===== config.mk =====
export PLATFORM = sky130hd
export DESIGN_NAME = ams_sequencer
export DESIGN_NICKNAME = d
export VERILOG_FILES = /design/src/verilog/ams_pkg.sv /design/src/verilog/ams_sequencer.sv
export VERILOG_INCLUDE_DIRS = /design/src /design/src/verilog
export SDC_FILE = /design/constraint.sdc
export NUM_CORES = 1
export LEC_CHECK = 0
export ABC_AREA = 1
export ABC_CLOCK_PERIOD_IN_PS = 4400
export BUFFER_PORTS_ARGS = -buffer_cell sky130_fd_sc_hd__buf_2
export CORE_MARGIN = 3
export CORE_UTILIZATION = 60
export DETAILED_ROUTE_END_ITERATION = 10
export GPL_ROUTABILITY_DRIVEN = 0
export GPL_TIMING_DRIVEN = 1
export HOLD_SLACK_MARGIN = 0.02
export PLACE_DENSITY = 0.84
export SYNTH_ARGS = -nofsm -noshare
export SYNTH_HDL_FRONTEND = slang
export SYNTH_SLANG_ARGS = --single-unit

===== constraint.sdc =====
create_clock -name clk_i -period 4.4 [get_ports clk_i]
set_input_delay 0.66 -clock clk_i [delete_from_list [all_inputs] [get_ports clk_i]]
set_output_delay 0.66 -clock clk_i [all_outputs]
set_load 0.02 [all_outputs]

===== src/verilog/ams_cfg.svh =====
// Register map, field positions, reset values and timing figures of the monitor sequencer
`ifndef AMS_CFG_SVH
`define AMS_CFG_SVH

// Register indices; byte address on the bus is four times the index
`define AMS_IDX_CFG_ONE    8'h00
`define AMS_IDX_CFG_TWO    8'h01
`define AMS_IDX_CFG_FOUR   8'h03
`define AMS_IDX_PIN_MODE   8'h04
`define AMS_IDX_FORMAT     8'h05
`define AMS_IDX_LOW_ONE    8'h08
`define AMS_IDX_LOW_TWO    8'h09
`define AMS_IDX_ANALOG_INPUT_ONE_VAL   8'h0A
`define AMS_IDX_ANALOG_INPUT_TWO_VAL   8'h0B
`define AMS_IDX_SUPPLY_VAL 8'h0C
`define AMS_IDX_REM1_VAL   8'h0D
`define AMS_IDX_LOCAL_VAL  8'h0E

// Field positions
`define AMS_BIT_START      0
`define AMS_BIT_TH_10K     0
`define AMS_BIT_AVG_OFF    4
`define AMS_BIT_SINGLE     3
`define AMS_SEL_MSB        2
`define AMS_BIT_PIN_TH1    0
`define AMS_BIT_PIN_TH2    1
`define AMS_BIT_PIN_DIODE2 2
`define AMS_BIT_FMT_OFFSET 0

// Reset values
`define AMS_RST_CFG        8'h00
`define AMS_RST_VALUE      10'h000

// Averaging and formatting
`define AMS_AVG_SAMPLES    5'h10
`define AMS_AVG_SHIFT      4
`define AMS_OFFSET_BINARY  10'h100

// Clock rate and per-channel worst-case times in milliseconds
`define AMS_CLK_HZ         25.0e6
`define AMS_T_LOC_ON_MS    8.99
`define AMS_T_REM_ON_MS    36.69
`define AMS_T_AIN_ON_MS    8.65
`define AMS_T_VCC_ON_MS    8.26
`define AMS_T_LOC_OFF_MS   1.36
`define AMS_T_REM_OFF_MS   6.25
`define AMS_T_AIN_OFF_MS   1.02
`define AMS_T_VCC_OFF_MS   0.61
`define AMS_T_SINGLE_MS    1.4
`define AMS_MS_TO_CYC(ms)  $rtoi((ms) * 1.0e-3 * `AMS_CLK_HZ)

`endif


===== src/verilog/ams_pkg.sv =====
// Types shared by the monitor sequencer
`default_nettype none
package ams_pkg;

  // Converter channels, coded as the single-channel select field
  typedef enum logic [2:0] {
    CH_ANALOG_INPUT_ONE   = 3'h0,
    CH_ANALOG_INPUT_TWO   = 3'h1,
    CH_SUPPLY = 3'h2,
    CH_REM1   = 3'h3,
    CH_LOCAL  = 3'h4,
    CH_REM2   = 3'h5
  } ams_chan_t;

  typedef enum logic [1:0] {
    ST_IDLE = 2'h0,
    ST_REQ  = 2'h1,
    ST_WAIT = 2'h2,
    ST_HOLD = 2'h3
  } ams_state_t;

  // A stored result: eight whole-degree bits and two quarter-degree bits
  typedef struct packed {
    logic [7:0] msb;
    logic [1:0] lsb;
  } ams_result_t;

endpackage : ams_pkg
`default_nettype wire


===== src/verilog/ams_sequencer.sv =====
// Measurement sequencer with Wishbone register file for a monitoring converter
`include "ams_cfg.svh"
`default_nettype none
module ams_sequencer #(
  parameter int unsigned T_LOC_ON_CYC   = `AMS_MS_TO_CYC(`AMS_T_LOC_ON_MS),
  parameter int unsigned T_REM_ON_CYC   = `AMS_MS_TO_CYC(`AMS_T_REM_ON_MS),
  parameter int unsigned T_AIN_ON_CYC   = `AMS_MS_TO_CYC(`AMS_T_AIN_ON_MS),
  parameter int unsigned T_VCC_ON_CYC   = `AMS_MS_TO_CYC(`AMS_T_VCC_ON_MS),
  parameter int unsigned T_LOC_OFF_CYC  = `AMS_MS_TO_CYC(`AMS_T_LOC_OFF_MS),
  parameter int unsigned T_REM_OFF_CYC  = `AMS_MS_TO_CYC(`AMS_T_REM_OFF_MS),
  parameter int unsigned T_AIN_OFF_CYC  = `AMS_MS_TO_CYC(`AMS_T_AIN_OFF_MS),
  parameter int unsigned T_VCC_OFF_CYC  = `AMS_MS_TO_CYC(`AMS_T_VCC_OFF_MS),
  parameter int unsigned T_SINGLE_CYC   = `AMS_MS_TO_CYC(`AMS_T_SINGLE_MS),
  parameter logic [7:0]  TH100K_GAIN    = 8'h40,
  parameter logic [9:0]  TH100K_OFFSET  = 10'h000,
  parameter logic [7:0]  TH10K_GAIN     = 8'h40,
  parameter logic [9:0]  TH10K_OFFSET   = 10'h000
) (
  input  wire logic               clk_i,
  input  wire logic               rst_i,
  // Wishbone classic slave
  input  wire logic               cyc_i,
  input  wire logic               stb_i,
  input  wire logic               we_i,
  input  wire logic [11:0]        adr_i,
  input  wire logic [3:0]         sel_i,
  input  wire logic [31:0]        dat_i,
  output logic      [31:0]        dat_o,
  output logic                    ack_o,
  // Converter front end
  output logic                    adc_req_o,
  output ams_pkg::ams_chan_t      adc_chan_o,
  input  wire logic               adc_ack_i,
  input  wire logic [9:0]         adc_data_i,
  output logic                    busy_o
);

  localparam int unsigned TW = 20;

  // Configuration registers
  logic [7:0]           cfg_one_reg;
  logic [7:0]           cfg_two_reg;
  logic [7:0]           cfg_four_reg;
  logic [7:0]           pin_mode_reg;
  logic [7:0]           format_reg;

  // Sequencer state
  ams_pkg::ams_state_t  state_reg;
  ams_pkg::ams_state_t  state_next;
  ams_pkg::ams_chan_t   chan_reg;
  ams_pkg::ams_chan_t   chan_next;
  logic [TW-1:0]        timer_reg;
  logic [13:0]          sum_reg;
  logic [4:0]           count_reg;
  logic                 req_reg;
  logic                 single_q_reg;

  // Results: live copy and bus-visible copy
  ams_pkg::ams_result_t res_reg [5];
  ams_pkg::ams_result_t vis_reg [5];
  logic                 freeze_reg;
  logic [3:0]           read_mask_reg;

  logic                 ack_reg;
  logic [31:0]          dat_reg;

  // Bus decode
  wire        bus_req    = cyc_i & stb_i;
  wire [7:0]  idx        = adr_i[9:2];
  wire        wr_now     = bus_req & ack_reg & we_i & sel_i[0] & (adr_i[11:10] == 2'h0);
  wire        rd_now     = bus_req & ack_reg & ~we_i & (adr_i[11:10] == 2'h0);

  // Mode decode
  wire        run        = cfg_one_reg[`AMS_BIT_START];
  wire        single     = cfg_four_reg[`AMS_BIT_SINGLE];
  wire [2:0]  single_sel = cfg_four_reg[`AMS_SEL_MSB:0];
  wire        diode2     = pin_mode_reg[`AMS_BIT_PIN_DIODE2];
  wire        avg_off    = cfg_two_reg[`AMS_BIT_AVG_OFF];
  wire        th_10k     = cfg_two_reg[`AMS_BIT_TH_10K];
  wire        fmt_offset = format_reg[`AMS_BIT_FMT_OFFSET];
  // A sample still in flight holds off the restart, so requests never overlap
  wire        sample_open  = (state_reg == ams_pkg::ST_REQ) |
                             ((state_reg == ams_pkg::ST_WAIT) & ~adc_ack_i);
  wire        leave_single = single_q_reg & ~single & run & ~sample_open;

  // Select values beyond the table fall back to input one
  wire ams_pkg::ams_chan_t sel_chan =
    (single_sel > 3'h5) ? ams_pkg::CH_ANALOG_INPUT_ONE : ams_pkg::ams_chan_t'(single_sel);

  wire ams_pkg::ams_chan_t first_chan =
    diode2 ? ams_pkg::CH_REM2 : ams_pkg::CH_ANALOG_INPUT_ONE;

  // Round-robin successor; second diode takes one slot in place of both analog input slots
  function automatic ams_pkg::ams_chan_t rr_next(input ams_pkg::ams_chan_t c,
                                                 input logic d2);
    case (c)
      ams_pkg::CH_ANALOG_INPUT_ONE:   rr_next = ams_pkg::CH_ANALOG_INPUT_TWO;
      ams_pkg::CH_ANALOG_INPUT_TWO:   rr_next = ams_pkg::CH_SUPPLY;
      ams_pkg::CH_SUPPLY: rr_next = ams_pkg::CH_REM1;
      ams_pkg::CH_REM1:   rr_next = ams_pkg::CH_LOCAL;
      ams_pkg::CH_LOCAL:  rr_next = d2 ? ams_pkg::CH_REM2 : ams_pkg::CH_ANALOG_INPUT_ONE;
      ams_pkg::CH_REM2:   rr_next = ams_pkg::CH_SUPPLY;
      default:            rr_next = ams_pkg::CH_ANALOG_INPUT_ONE;
    endcase
  endfunction : rr_next

  // Slot length per channel; the slot bounds each conversion pass
  function automatic logic [TW-1:0] slot_len(input ams_pkg::ams_chan_t c,
                                             input logic off, input logic sgl);
    int unsigned t;
    t = T_AIN_ON_CYC;
    if (sgl)
      t = T_SINGLE_CYC;
    else
      case (c)
        ams_pkg::CH_LOCAL:  t = off ? T_LOC_OFF_CYC : T_LOC_ON_CYC;
        ams_pkg::CH_REM1,
        ams_pkg::CH_REM2:   t = off ? T_REM_OFF_CYC : T_REM_ON_CYC;
        ams_pkg::CH_SUPPLY: t = off ? T_VCC_OFF_CYC : T_VCC_ON_CYC;
        default:            t = off ? T_AIN_OFF_CYC : T_AIN_ON_CYC;
      endcase
    if (t == 0)
      t = 1;
    slot_len = TW'(t - 1);
  endfunction : slot_len

  // Sample handling
  wire        need_one   = avg_off;
  wire [4:0]  need       = need_one ? 5'h01 : `AMS_AVG_SAMPLES;
  wire [13:0] sum_add    = sum_reg + {4'h0, adc_data_i};
  wire [4:0]  count_add  = count_reg + 5'h01;
  wire        last_samp  = (count_add == need);
  wire [9:0]  averaged   = need_one ? sum_reg[9:0] : sum_reg[13:`AMS_AVG_SHIFT];
  wire        slot_done  = (timer_reg >= slot_len(chan_reg, avg_off, single));

  // Thermistor scaling to quarter-degree code weight
  wire        is_th      = ~diode2 &
                           (((chan_reg == ams_pkg::CH_ANALOG_INPUT_ONE) & pin_mode_reg[`AMS_BIT_PIN_TH1]) |
                            ((chan_reg == ams_pkg::CH_ANALOG_INPUT_TWO) & pin_mode_reg[`AMS_BIT_PIN_TH2]));
  wire [7:0]  th_gain    = th_10k ? TH10K_GAIN : TH100K_GAIN;
  wire [9:0]  th_off     = th_10k ? TH10K_OFFSET : TH100K_OFFSET;
  wire [17:0] th_prod    = averaged * th_gain;
  wire [12:0] th_sum     = {1'b0, th_prod[17:6]} + {3'h0, th_off};
  wire [9:0]  th_val     = (th_sum[12:10] != 3'h0) ? 10'h3FF : th_sum[9:0];

  // Offset-binary applies to every temperature channel, saturating at full scale
  wire        is_temp    = is_th | (chan_reg == ams_pkg::CH_REM1) |
                           (chan_reg == ams_pkg::CH_LOCAL) | (chan_reg == ams_pkg::CH_REM2);
  wire [9:0]  base_val   = is_th ? th_val : averaged;
  wire [10:0] ofs_sum    = {1'b0, base_val} + {1'b0, `AMS_OFFSET_BINARY};
  wire [9:0]  final_val  = (fmt_offset & is_temp) ?
                           (ofs_sum[10] ? 10'h3FF : ofs_sum[9:0]) : base_val;

  // Second diode shares the input-one value register
  wire [2:0]  dest       = (chan_reg == ams_pkg::CH_REM2) ? 3'h0 : 3'(chan_reg);
  wire        commit     = (state_reg == ams_pkg::ST_HOLD) & slot_done & run & ~leave_single;

  // Next channel after a slot
  wire ams_pkg::ams_chan_t after_slot =
    single ? sel_chan : rr_next(chan_reg, diode2);

  // Sequencer state machine
  always_comb
  begin
    state_next = state_reg;
    chan_next  = chan_reg;
    case (state_reg)
      ams_pkg::ST_IDLE:
      begin
        if (run)
        begin
          state_next = ams_pkg::ST_REQ;
          chan_next  = single ? sel_chan : first_chan;
        end
      end
      ams_pkg::ST_REQ:
        state_next = ams_pkg::ST_WAIT;
      ams_pkg::ST_WAIT:
      begin
        if (adc_ack_i)
          state_next = last_samp ? ams_pkg::ST_HOLD : ams_pkg::ST_REQ;
      end
      ams_pkg::ST_HOLD:
      begin
        if (slot_done)
        begin
          state_next = ams_pkg::ST_REQ;
          chan_next  = after_slot;
        end
      end
      default:
        state_next = ams_pkg::ST_IDLE;
    endcase
    if (!run)
      state_next = ams_pkg::ST_IDLE;
    else if (leave_single)
    begin
      state_next = ams_pkg::ST_REQ;
      chan_next  = first_chan;
    end
  end

  wire slot_start = (state_next == ams_pkg::ST_REQ) &
                    ((state_reg == ams_pkg::ST_IDLE) | (state_reg == ams_pkg::ST_HOLD) |
                     leave_single);

  // Sequencer registers; a slot start clears the timer, sample sum and count
  always_ff @(posedge clk_i)
  begin
    if (rst_i)
    begin
      state_reg    <= ams_pkg::ST_IDLE;
      chan_reg     <= ams_pkg::CH_ANALOG_INPUT_ONE;
      timer_reg    <= '0;
      sum_reg      <= '0;
      count_reg    <= '0;
      req_reg      <= 1'b0;
      single_q_reg <= 1'b0;
    end
    else
    begin
      state_reg    <= state_next;
      chan_reg     <= chan_next;
      if (!sample_open)
        single_q_reg <= single;
      req_reg      <= (state_next == ams_pkg::ST_REQ);
      if (slot_start)
      begin
        timer_reg <= '0;
        sum_reg   <= '0;
        count_reg <= '0;
      end
      else
      begin
        if (timer_reg != {TW{1'b1}})
          timer_reg <= timer_reg + TW'(1);
        if ((state_reg == ams_pkg::ST_WAIT) & adc_ack_i)
        begin
          sum_reg   <= sum_add;
          count_reg <= count_add;
        end
      end
    end
  end

  // Live results: each finished slot overwrites its channel's value
  always_ff @(posedge clk_i)
  begin
    if (rst_i)
    begin
      for (int i = 0; i < 5; i++)
        res_reg[i] <= `AMS_RST_VALUE;
    end
    else if (commit)
      res_reg[dest] <= final_val;
  end

  // Frozen-read tracking: a low-bits read pins the remote-one and local registers
  wire       hit_low1 = rd_now & (idx == `AMS_IDX_LOW_ONE);
  wire       hit_low2 = rd_now & (idx == `AMS_IDX_LOW_TWO);
  wire       hit_rem  = rd_now & (idx == `AMS_IDX_REM1_VAL);
  wire       hit_loc  = rd_now & (idx == `AMS_IDX_LOCAL_VAL);
  wire [3:0] mask_add = read_mask_reg | {hit_loc, hit_rem, hit_low2, hit_low1};
  wire       all_read = (mask_add == 4'hF);

  always_ff @(posedge clk_i)
  begin
    if (rst_i)
    begin
      freeze_reg    <= 1'b0;
      read_mask_reg <= 4'h0;
    end
    else if (freeze_reg)
    begin
      freeze_reg    <= ~all_read;
      read_mask_reg <= all_read ? 4'h0 : mask_add;
    end
    else if (hit_low1 | hit_low2)
    begin
      freeze_reg    <= 1'b1;
      read_mask_reg <= {2'h0, hit_low2, hit_low1};
    end
  end

  // Visible copy follows live results; a freeze pins only the remote-one and local entries; whole-degree reads need no order
  always_ff @(posedge clk_i)
  begin
    if (rst_i)
    begin
      for (int i = 0; i < 5; i++)
        vis_reg[i] <= `AMS_RST_VALUE;
    end
    else
    begin
      for (int i = 0; i < 5; i++)
      begin
        if (!freeze_reg || !(i == 3 || i == 4))
          vis_reg[i] <= res_reg[i];
      end
    end
  end

  // Register read mux
  logic [7:0] rd_val;
  always_comb
  begin
    case (idx)
      `AMS_IDX_CFG_ONE:    rd_val = cfg_one_reg;
      `AMS_IDX_CFG_TWO:    rd_val = cfg_two_reg;
      `AMS_IDX_CFG_FOUR:   rd_val = cfg_four_reg;
      `AMS_IDX_PIN_MODE:   rd_val = pin_mode_reg;
      `AMS_IDX_FORMAT:     rd_val = format_reg;
      `AMS_IDX_LOW_ONE:    rd_val = {6'h00, vis_reg[3].lsb};
      `AMS_IDX_LOW_TWO:    rd_val = {6'h00, vis_reg[4].lsb};
      `AMS_IDX_ANALOG_INPUT_ONE_VAL:   rd_val = vis_reg[0].msb;
      `AMS_IDX_ANALOG_INPUT_TWO_VAL:   rd_val = vis_reg[1].msb;
      `AMS_IDX_SUPPLY_VAL: rd_val = vis_reg[2].msb;
      `AMS_IDX_REM1_VAL:   rd_val = vis_reg[3].msb;
      `AMS_IDX_LOCAL_VAL:  rd_val = vis_reg[4].msb;
      default:             rd_val = 8'h00;
    endcase
    if (adr_i[11:10] != 2'h0)
      rd_val = 8'h00;
  end

  // Bus slave: ack one cycle after the request, data latched with it
  always_ff @(posedge clk_i)
  begin
    if (rst_i)
    begin
      ack_reg <= 1'b0;
      dat_reg <= 32'h0000_0000;
    end
    else
    begin
      ack_reg <= bus_req & ~ack_reg;
      if (bus_req & ~ack_reg & ~we_i)
        dat_reg <= {24'h00_0000, rd_val};
    end
  end

  // Configuration writes take effect on the acknowledging edge
  always_ff @(posedge clk_i)
  begin
    if (rst_i)
    begin
      cfg_one_reg  <= `AMS_RST_CFG;
      cfg_two_reg  <= `AMS_RST_CFG;
      cfg_four_reg <= `AMS_RST_CFG;
      pin_mode_reg <= `AMS_RST_CFG;
      format_reg   <= `AMS_RST_CFG;
    end
    else if (wr_now)
    begin
      case (idx)
        `AMS_IDX_CFG_ONE:  cfg_one_reg  <= dat_i[7:0];
        `AMS_IDX_CFG_TWO:  cfg_two_reg  <= dat_i[7:0];
        `AMS_IDX_CFG_FOUR: cfg_four_reg <= dat_i[7:0];
        `AMS_IDX_PIN_MODE: pin_mode_reg <= dat_i[7:0];
        `AMS_IDX_FORMAT:   format_reg   <= dat_i[7:0];
        default:           ;
      endcase
    end
  end

  assign dat_o      = dat_reg;
  assign ack_o      = ack_reg;
  assign adc_req_o  = req_reg;
  assign adc_chan_o = chan_reg;

  // Busy flag registered so it never glitches
  always_ff @(posedge clk_i)
  begin
    if (rst_i)
      busy_o <= 1'b0;
    else
      busy_o <= (state_next != ams_pkg::ST_IDLE);
  end

endmodule : ams_sequencer
`default_nettype wire


# After elaboration in Yosys (flattened, before gate mapping)
# Memory sizes are Yosys's and may differ from the RTL's.
# Cells that the tools add are included.
[totals]
register_bits = 101
latch_bits = 0
ramBits = 100
romBits = 0
inputBits = 64
out_inout_bits = 38
elab_cells = 166
mem_count = 2
[mem_list]
columns = ["name", "words", "width", "rd", "rd_clocked_by_memory_dff", "wr", "line_no", "text"]
rows = [
  ["res_reg", 5, 10, 5, 0, 5, "ams_sequencer.sv:59", "ams_pkg::ams_result_t res_reg [5];"],
  ["vis_reg", 5, 10, 5, 0, 5, "ams_sequencer.sv:60", "ams_pkg::ams_result_t vis_reg [5];"],
]
[classes]
n_addsub = 5
n_mul = 0
div_mod_pow = 0
order_cmp = 2
n_eq_ne = 23
n_shift = 0
mux = 52
n_bitwise = 48
reduce_logical = 17
[ops]
columns = ["op", "n"]
rows = [
  ["8-bit case mux with 12 select lines", 1],
  ["10-bit two-way mux", 9],
  ["20-bit two-way mux", 3],
  ["20-bit case mux with 3 select lines", 1],
  ["8-bit by 4-bit equality test with 1-bit output, second input constant", 7],
  ["18-bit two-way mux", 3],
  ["32-bit logical NOT", 1],
  ["3-bit two-way mux", 10],
  ["1-bit bitwise AND", 26],
  ["20-bit by 1-bit adder with 20-bit output, second input constant", 1],
  ["20-bit >= comparator", 1],
  ["20-bit != test, second input constant", 1],
  ["20-bit by 1-bit subtractor with 20-bit output, second input constant", 1],
  ["8-bit by 3-bit equality test with 1-bit output, second input constant", 2],
  ["3-bit case mux with 5 select lines", 1],
  ["14-bit by 10-bit adder with 14-bit output", 1],
  ["1-bit bitwise OR", 13],
  ["1-bit two-way mux", 12],
  ["4-bit two-way mux", 3],
  ["10-bit by 9-bit adder with 11-bit output, second input constant", 1],
  ["2-bit two-way mux", 5],
  ["2-bit AND reduction", 5],
  ["10-bit OR reduction", 1],
  ["8-bit by 1-bit equality test with 1-bit output, second input constant", 1],
  ["other kinds (21)", 37],
]

# Logic depth before layout (Yosys ltp)
# Gate-level depths: netlist (run 1).
[logic_depth]
depth_word = 16
ltp_mapped = 27
mapped_depth_nobuf = 24

# Worst setup path before layout (run 1)
# Ideal clock, no wire load.
[synth_path]
path_type = "register to register"
from = "register chan_reg[0], in the netlist adc_chan_o[0]"
to = "memory res_reg[3][0] (netlist name), enable pin"
setup_ns = 0.340
arrival_time_ns = 3.050
t_required_ns = 4.060
path_slack_ns = 1.011
path_stages_with_launch = 24
n_path_buf = 2
synth_period_minus_slack_ns = 3.389
path_cell_list = "dfxtp_1 > buf_4 > inv_1 > nor2_1 > nand2_1 > nand2_1 > inv_1 > nor2_1 > a21oi_1 > a211o_1 > ha_1 > nand2_1 > nor2_1 > nand2_1 > nor2_1 > nand2_1 > nand2_1 > nor2_1 > nand2_2 > nand2_2 > nor3_4 > nand2_2 > buf_6 > nand2_1"
[synth_rtl]
columns = ["item", "line_no", "text"]
rows = [
  ["start, declared", "ams_sequencer.sv:50", "ams_pkg::ams_chan_t chan_reg;"],
  ["start signal, assigned", "ams_sequencer.sv:213", "chan_reg <= ams_pkg::CH_ANALOG_INPUT_ONE;"],
  ["start signal, assigned", "ams_sequencer.sv:223", "chan_reg <= chan_next;"],
  ["end, declared", "ams_sequencer.sv:59", ""],
]

==> metrics.sh, run 1 <==
ANTENNA-DIODE-COUNT=0
TIMING.SETUP.CRITICAL_PATH_CLASS='reg -> reg'
ROUTE.DETAILED.DRC=0
YOSYS_WARNING_TOTAL=0
RSZ0062_AT_GRT='false'
TIMING.CRITICAL_PATH.REQUIRED_NS=4.49
DIE_W_MICRONS=135.2
WORST_SETUP_PATH_END_KIND='flip-flop'
CTS_RESIZED=0
NUM_ROWS=46
DIEAREA_SQ_UM=18290
ASYNC_FLOP_SHARE=0
TIMING_HOLD_VIOLATIONS_FINAL=0
P_LEAK_nW=4.944
ROUTE.DETAILED.WL_PER_INST_MICRONS=14.00
SYNTHESIS.INSTANCES=1306
HOLD_PATH.STARTPOINT='cfg_two_reg[7]'
POST_SYNTH.CELL_AREA_AVG_SQ_UM=7.674
INSERTION_DELAY_NS=0.43
CP-ENDPOINT='res_reg[4][1]'
WL_FINAL_MICRONS=22420
PORT_BUFFERS=48
INITIAL_UTILIZATION=0.6219
HOLD_SLACK_NS=0.4488
WORSTREGTOREGCELLS=20
FINAL_LAYOUT_SIZE_SUFFIX_GT1_FRAC=0.08014
DRT_FIRST_ITER_VIOLATIONS=724
POWER.DENSITY_nW_PER_UM2=315.3
IRDROPWORSTVDD_mV=0.2920
GRT_MAX_DEGREE=62
GRT_PASS1_VIAS=7912
CRITICAL_PATH.REG2REG.ENDPOINT='res_reg[4][1]'
CTS.SINK_COUNT=189
DRV.MAX_CAP_VIOLATION_COUNT=0
SLEW-LIMIT-HEADROOM=0.3584
CTS_ROOT_BUF='sky130_fd_sc_hd__clkbuf_16'
SYNTH_ENABLE_FLOP_CELLS=88
FINALCRITPERIODSHARE=0.8972
TIMING.FINAL.MAX_SLEW_VIOLATIONS=0
FINAL.SETUP.TNS_NS=0
LAYOUT.NETS=1473
SYNTH_SEQ_CELLS=189
GLOBALROUTETOTALUTIL=0.2528
CORE_AREA_SQ_UM=16120
DIE_H_MICRONS=135.2
YOSYS_MOST_USED_DFF='sky130_fd_sc_hd__dfxtp_1'
TOP_CELL_TYPE_S_SHARE_OF_SYNTHESIZED_AREA=0.2637
SKEW_NS=0.007127
CRIT_PATH_MAX_FANOUT=11
CLOCKBUFFERDEPTH=2
SYNTH.DISTINCT_CELLS=47
CRIT_PATH_START_KIND='flip-flop'
FINALWORSTPATHREQUIREDPERIOD_NS=3.948
POST_CTS_BUFFERS=0
STATUS='finished clean'
HTREEDEPTH=4
SYNTH.TOP_CELLS.BY_AREA='sky130_fd_sc_hd__edfxtp_1 26%, sky130_fd_sc_hd__dfxtp_1 20%, sky130_fd_sc_hd__nor2_1 10%'
MAX_FREQ_GHz=0.2533
HOLD_CLASS='reg -> reg'
WORST_EP_ARRIVAL_TIME_NS=4.03
SYNTH-SEQ-AREA-SHARE=0.4654
VIAS=8496
ANT_NETS=0
TIGHTEST_SLEW_NS=0.9589
GRT_PASS1_WL_MICRONS=37190
SETUP_VIOL=0
CTS_MADE_BUFFERS=17
TIMING.RR.START='adc_chan_o[0]'
ROUTE.DETAILED.VIAS_PER_INST=5.307
SYNTHESIS.AREA_SQ_UM=10020
CRIT_START='adc_chan_o[0]'
IO_PINS=102
SYNTHDOMINANTAREACELLTYPE='sky130_fd_sc_hd__edfxtp_1'
GRT_REMAINING_OVERFLOW=0
SYNTHTOLAYOUTAREAGROWTH_PCT=9.176
CLK_PIN_SLEW_NS=0.07
FIRST_PASS_ITERS=7
RRSETUPSLACK_NS=0.45
HALF_PERIMETER_WIRE_LENGTH_AFTER_DETAILED_PLACEMENT_MICRONS=16280
CTS.HOLD.BUFFERS_ADDED=0
CLOCK_TREE_FROM_TRITONCTS='built'
INITIAL_ANTENNA_VIOLATION_COUNT=0
[report_power, final]
| part | internal [W] | total [W] | switching (W) |
|---|---|---|---|
| sequential | 0.00187 | 0.00188 | 0.0000132 |
| combinational | 0.0000372 | 0.000147 | 0.000110 |
| clock | 0.000772 | 0.00142 | 0.000648 |
[per-stage QoR]
step	util	cells	power [W]	setup WS [ns]	instance area [sq um]
after floorplan	-	1353	0.002033	1.011	10200
after global placement	0.6459	1569	0.002059	0.6992	10410
after detailed placement	0.6459	1569	0.002064	0.5475	10410
after CTS	0.6790	1601	0.003465	0.5200	10940
after global routing	0.6790	1601	0.003558	0.03974	10940
final	0.6790	1601	0.003450	0.4523	10940
[area by class of cell]
type / count / area (sq um)
clock buffers: 20 / 436.7
inverters: 179 / 671.9
well taps: 216 / 270.3
multi-input cells: 933 / 4532
flip-flops and latches: 189 / 4664
fillers: 1315 / 5174
clock inverters: 12 / 96.34
repair buffers: 52 / 270.3
[Yosys cell counts, types with 2 or more instances]
master,n
sky130_fd_sc_hd__xor2_1,19
sky130_fd_sc_hd__a21oi_1,55
sky130_fd_sc_hd__o211ai_1,2
sky130_fd_sc_hd__nand4_1,17
sky130_fd_sc_hd__nor2_1,272
sky130_fd_sc_hd__nor3_4,2
sky130_fd_sc_hd__o21ai_1,5
sky130_fd_sc_hd__inv_1,167
sky130_fd_sc_hd__nand3_1,61
sky130_fd_sc_hd__nor3_1,13
sky130_fd_sc_hd__o2111ai_1,2
sky130_fd_sc_hd__dfxtp_1,101
sky130_fd_sc_hd__a21boi_0,2
sky130_fd_sc_hd__buf_1,2
sky130_fd_sc_hd__inv_2,7
sky130_fd_sc_hd__clkbuf_1,17
sky130_fd_sc_hd__edfxtp_1,88
sky130_fd_sc_hd__nor2_2,2
sky130_fd_sc_hd__or2_2,3
sky130_fd_sc_hd__nand2_1,254
sky130_fd_sc_hd__ha_1,36
sky130_fd_sc_hd__nor4_1,5
sky130_fd_sc_hd__o21ai_0,83
sky130_fd_sc_hd__o31ai_1,2
sky130_fd_sc_hd__buf_2,3
sky130_fd_sc_hd__mux2i_1,5
sky130_fd_sc_hd__nand3b_1,5
sky130_fd_sc_hd__buf_6,5
sky130_fd_sc_hd__nor3_2,2
sky130_fd_sc_hd__clkinv_1,5
sky130_fd_sc_hd__nand2_2,13
sky130_fd_sc_hd__buf_4,25
sky130_fd_sc_hd__o22ai_1,3
sky130_fd_sc_hd__xnor2_1,9
sky130_fd_sc_hd__conb_1,2
[placed cells by master, fill, tap and decap left out, types with 17 or more instances in the layout]
| master | n |
|---|---|
| sky130_fd_sc_hd__buf_2 | 48 |
| sky130_fd_sc_hd__nand4_1 | 17 |
| sky130_fd_sc_hd__xor2_1 | 19 |
| sky130_fd_sc_hd__a21oi_1 | 55 |
| sky130_fd_sc_hd__conb_1 | 49 |
| sky130_fd_sc_hd__o21ai_0 | 83 |
| sky130_fd_sc_hd__nand3_1 | 61 |
| sky130_fd_sc_hd__inv_1 | 167 |
| sky130_fd_sc_hd__edfxtp_1 | 88 |
| sky130_fd_sc_hd__nor2_1 | 272 |
| sky130_fd_sc_hd__nand2_1 | 254 |
| sky130_fd_sc_hd__dfxtp_1 | 101 |
| sky130_fd_sc_hd__clkbuf_16 | 17 |
| sky130_fd_sc_hd__ha_1 | 36 |
[worst max-delay path, cell delays in order, from the launching register on]
cell and delay, ns:
sky130_fd_sc_hd__dfxtp_1 0.51, sky130_fd_sc_hd__inv_1 0.10, sky130_fd_sc_hd__nor2_1 0.19, sky130_fd_sc_hd__nand2_1 0.07, sky130_fd_sc_hd__nand2_1 0.17, sky130_fd_sc_hd__nor2_1 0.09
sky130_fd_sc_hd__nand2_1 0.12, sky130_fd_sc_hd__inv_1 0.07, sky130_fd_sc_hd__a21oi_1 0.19, sky130_fd_sc_hd__o21ai_0 0.15, sky130_fd_sc_hd__ha_1 0.33, sky130_fd_sc_hd__nand2_1 0.06
sky130_fd_sc_hd__nor2_1 0.08, sky130_fd_sc_hd__nand2_1 0.09, sky130_fd_sc_hd__nor3_1 0.16, sky130_fd_sc_hd__nand2_1 0.11, sky130_fd_sc_hd__nand2_2 0.12, sky130_fd_sc_hd__nand2_2 0.07
sky130_fd_sc_hd__nor3_4 0.28, sky130_fd_sc_hd__nand2_2 0.23, sky130_fd_sc_hd__nand2_1 0.39
[worst min-delay path by stage]
stage | to | slack, ns | cells past startpoint
after floorplan | cfg_two_reg[7] | 0.42 | 2
after global placement | cfg_two_reg[7] | 0.43 | 2
after detailed placement | cfg_two_reg[7] | 0.44 | 2
after CTS | cfg_two_reg[7] | 0.45 | 2
after global routing | dat_o[2] | 0.48 | 2
final | cfg_two_reg[7] | 0.45 | 2
[metal layers]
metal / GRT usage / share of wire / routed length (microns) / vias to the layer above
met5: 0 / 0 / 0 / -
met4: 0.07559 / 0.022 / 500 / 0
met3: 0.05089 / 0.062 / 1386 / 46
met2: 0.4287 / 0.48 / 10820 / 278
met1: 0.3294 / 0.43 / 9712 / 3918
li1: - / - / - / 4254
[cells by family (layout without fill, tap and decap cells)]
kind of cell | after synthesis | after routing | share of synthesized area
fa+ha+maj | 37 | 37 | 0.04694
mux | 5 | 5 | 0.004994
xor+xnor | 28 | 28 | 0.02447
buf+inv | 231 | 263 | 0.1000
other cells | 2 | 49 | 0.0007493
compound gates | 162 | 162 | 0.08664
simple gates | 652 | 652 | 0.2708
flops | 189 | 189 | 0.4654
No activity file was read; power rests on OpenSTA's default activity.
==> inputs of run 2 (changes only) <==
--- a/config.mk
+++ b/config.mk
@@ -16,6 +16,7 @@
 export GPL_TIMING_DRIVEN = 1
 export HOLD_SLACK_MARGIN = 0.02
 export PLACE_DENSITY = 0.84
+export REMOVE_ABC_BUFFERS = 1
 export SYNTH_ARGS = -nofsm -noshare
 export SYNTH_HDL_FRONTEND = slang
 export SYNTH_SLANG_ARGS = --single-unit
==> run 2 against run 1 <==
Against the previous run:
- utilization rose by 0.50 points
- non-clock buffer count stayed put
- design area rose by 0.74%
- clock power rose by 11%
- register-to-register slack got worse by 0.02 ns
- maximum frequency shrank 0.45%
- die area did not move
- via count rose by 1.1%
- wire length rose by 2.4%
- critical path type unchanged
- critical endpoint is now res_reg[3][4]
- highest routed layer unchanged
==> metrics.sh, run 2 (synthesis gave the netlist of run 1 again) <==
FINALWORSTPATHREQUIREDPERIOD_NS=3.966  # +0.01793 ns
HALF_PERIMETER_WIRE_LENGTH_AFTER_DETAILED_PLACEMENT_MICRONS=16660  # +2.3%
GRT_PASS1_VIAS=8032  # +1.5%
ANTENNA-DIODE-COUNT=0  # unchanged
POWER.TOTAL_W=0.003607  # +4.5%
MOST_COMMON_CELL_AFTER_LAYOUT_FILL_AND_TAPS_ASIDE='sky130_fd_sc_hd__nor2_1'
WORST_EP_ARRIVAL_TIME_NS=4.05  # +0.02 ns
WORSTREGTOREGCELLS=22  # +10%
POWER.DENSITY_nW_PER_UM2=327.2  # +3.8%
SYNTHTOLAYOUTAREAGROWTH_PCT=9.988
CTS.HOLD.BUFFERS_ADDED=0  # unchanged
ROUTE.DETAILED.VIAS_PER_INST=5.364  # +1.1%
HOLD_SLACK_NS=0.4630  # +0.01418 ns
GLOBALROUTETOTALUTIL=0.2572  # +0.004372
TIMING_HOLD_VIOLATIONS_FINAL=0  # unchanged
TIMING.SETUP.CRITICAL_PATH_CLASS='reg -> reg'
TIGHTEST_SLEW_NS=0.9623  # +0.003425 ns
TIMING.CRITICAL_PATH.REQUIRED_NS=4.48  # about the same
FINAL.SETUP.TNS_NS=0  # unchanged
HOLD-PATH-ENDPOINT='dat_o[4]'
WORST_SETUP_PATH_END_KIND='flip-flop'
HOLD_PATH_STAGES=2  # unchanged
DIE_W_MICRONS=135.2  # unchanged
P_LEAK_nW=4.996  # +1.1%
CRIT_PATH_START_KIND='flip-flop'
RSZ0062_AT_GRT='false'
NUM_ROWS=46  # unchanged
ANT_NETS=0  # unchanged
CTS.SINK_COUNT=189  # unchanged
POST_CTS_BUFFERS=0  # unchanged
CTS_ROOT_BUF='sky130_fd_sc_hd__clkbuf_16'
DRT_FIRST_ITER_VIOLATIONS=791  # +9.3%
SETUP_VIOL=0  # unchanged
HOLD_CLASS='reg -> reg'
STATUS='finished clean'
CTS_MADE_BUFFERS=17  # unchanged
DIE_H_MICRONS=135.2  # unchanged
LEADING_CELL_TYPES_IN_THE_LAYOUT_FILL_AND_TAPS_EXCLUDED='272 x sky130_fd_sc_hd__nor2_1, 254 x sky130_fd_sc_hd__nand2_1, 167 x sky130_fd_sc_hd__inv_1, 101 x sky130_fd_sc_hd__dfxtp_1, 88 x sky130_fd_sc_hd__edfxtp_1'
TIMING.RR.START='adc_chan_o[1]'
ROUTE.DETAILED.WL_PER_INST_MICRONS=14.33  # +2.4%
DRV.MAX_CAP_VIOLATION_COUNT=0  # unchanged
CRITICAL_PATH.REG2REG.ENDPOINT='res_reg[3][4]'
MAX_FREQ_GHz=0.2522  # -0.45%
CRIT_PATH_MAX_FANOUT=11  # unchanged
PORT_BUFFERS=48  # unchanged
IRDROPWORSTVDD_mV=0.3194  # +9.4%
LAYOUT.CELLS.NON_FILLER=1601  # unchanged
FINALCRITPERIODSHARE=0.9013  # +0.004075
CTS_RESIZED=0  # unchanged
HOLD_PATH.STARTPOINT='dat_o[4]'
HTREEDEPTH=4  # unchanged
FIRST_PASS_ITERS=6  # -1
SLEW-LIMIT-HEADROOM=0.3561  # -0.002292
GRT_PASS1_WL_MICRONS=37610  # +1.1%
WL_FINAL_MICRONS=22950  # +2.4%
RRSETUPSLACK_NS=0.43  # -0.02 ns
GRT_REMAINING_OVERFLOW=0  # unchanged
ROUTE.DETAILED.DRC=0  # unchanged
CELL_TOTAL_AFTER_PLACEMENT=1569  # unchanged
LAYOUT.NETS=1473  # unchanged
INSERTION_DELAY_NS=0.44  # about the same
SKEW_NS=0.01068  # +0.003548 ns
DIEAREA_SQ_UM=18290  # unchanged
GRT_MAX_DEGREE=62  # unchanged
CLOCKBUFFERDEPTH=2  # unchanged
CLK_PIN_SLEW_NS=0.07  # about the same
FINAL_LAYOUT_SIZE_SUFFIX_GT1_FRAC=0.08448  # +0.004332
IO_PINS=102  # unchanged
INITIAL_UTILIZATION=0.6219  # unchanged
VIAS=8588  # +1.1%
INITIAL_ANTENNA_VIOLATION_COUNT=0  # unchanged
CORE_AREA_SQ_UM=16120  # unchanged
CLOCK_TREE_FROM_TRITONCTS='built'
TIMING.FINAL.MAX_SLEW_VIOLATIONS=0  # unchanged
[run 2: where the power goes]
group	leakage (nW)	internal [W]	switching, W	total [W]
sequential	1.75	0.00187	0.0000125	0.00188
clock	0.303	0.000902	0.000673	0.00157
combinational	2.94	0.0000374	0.000113	0.000150
[run 2: layer usage]
metal	vias up	wire, microns	GRT usage
met2	365	10800	0.4264
met5	-	0	0
met1	3904	9765	0.3340
met4	0	755	0.09966
met3	59	1623	0.05126
li1	4260	-	-
[run 2: final cells by class]
cell class / instances / area, sq um
Clock buffer: 22 / 518.0
Clock inverter: 10 / 96.34
Sequential cell: 189 / 4664
Multi-Input combinational cell: 933 / 4532
Tap cell: 216 / 270.3
Fill cell: 1264 / 5092
Inverter: 179 / 671.9
Timing Repair Buffer: 52 / 270.3
[run 2: stage by stage]
| step | util | area [sq um] | setup slack, ns |
|---|---|---|---|
| CTS | 0.6840 | 11020 | 0.5327 |
| global placement | 0.6459 | 10410 | 0.6941 |
| global route | 0.6840 | 11020 | 0.02769 |
| finish | 0.6840 | 11020 | 0.4343 |
| detailed placement | 0.6459 | 10410 | 0.5809 |
| floorplan | - | 9868 | 1.018 |
[run 2: worst max path at each step]
| stage | startpoint | end | depth (start not counted) |
|---|---|---|---|
| after floorplan | adc_chan_o[0] | res_reg[3][0] | 21 |
| after detailed placement | adc_chan_o[1] | res_reg[3][2] | 20 |
| after global placement | adc_chan_o[1] | res_reg[4][5] | 20 |
| after CTS | adc_chan_o[1] | res_reg[3][8] | 20 |
| after global routing | adc_chan_o[1] | res_reg[3][4] | 22 |
| final | adc_chan_o[1] | res_reg[3][4] | 22 |
[run 2: critical path, stage by stage (launching register included)]
cell	delay, ns
sky130_fd_sc_hd__dfxtp_1	0.44
sky130_fd_sc_hd__inv_1	0.13
sky130_fd_sc_hd__nor2_1	0.14
sky130_fd_sc_hd__inv_1	0.05
sky130_fd_sc_hd__nor2_1	0.27
sky130_fd_sc_hd__inv_1	0.10
sky130_fd_sc_hd__nand2_1	0.15
sky130_fd_sc_hd__inv_1	0.07
sky130_fd_sc_hd__a21oi_1	0.19
sky130_fd_sc_hd__o21ai_0	0.14
sky130_fd_sc_hd__ha_1	0.33
sky130_fd_sc_hd__nand2_1	0.05
sky130_fd_sc_hd__nor2_1	0.09
sky130_fd_sc_hd__nand2_1	0.10
sky130_fd_sc_hd__inv_1	0.07
sky130_fd_sc_hd__nand2_1	0.05
sky130_fd_sc_hd__nand3_1	0.08
sky130_fd_sc_hd__nor2_1	0.07
sky130_fd_sc_hd__nand2_2	0.11
sky130_fd_sc_hd__nand2_2	0.07
sky130_fd_sc_hd__nor3_4	0.26
sky130_fd_sc_hd__nand2_2	0.23
sky130_fd_sc_hd__nand2_1	0.41
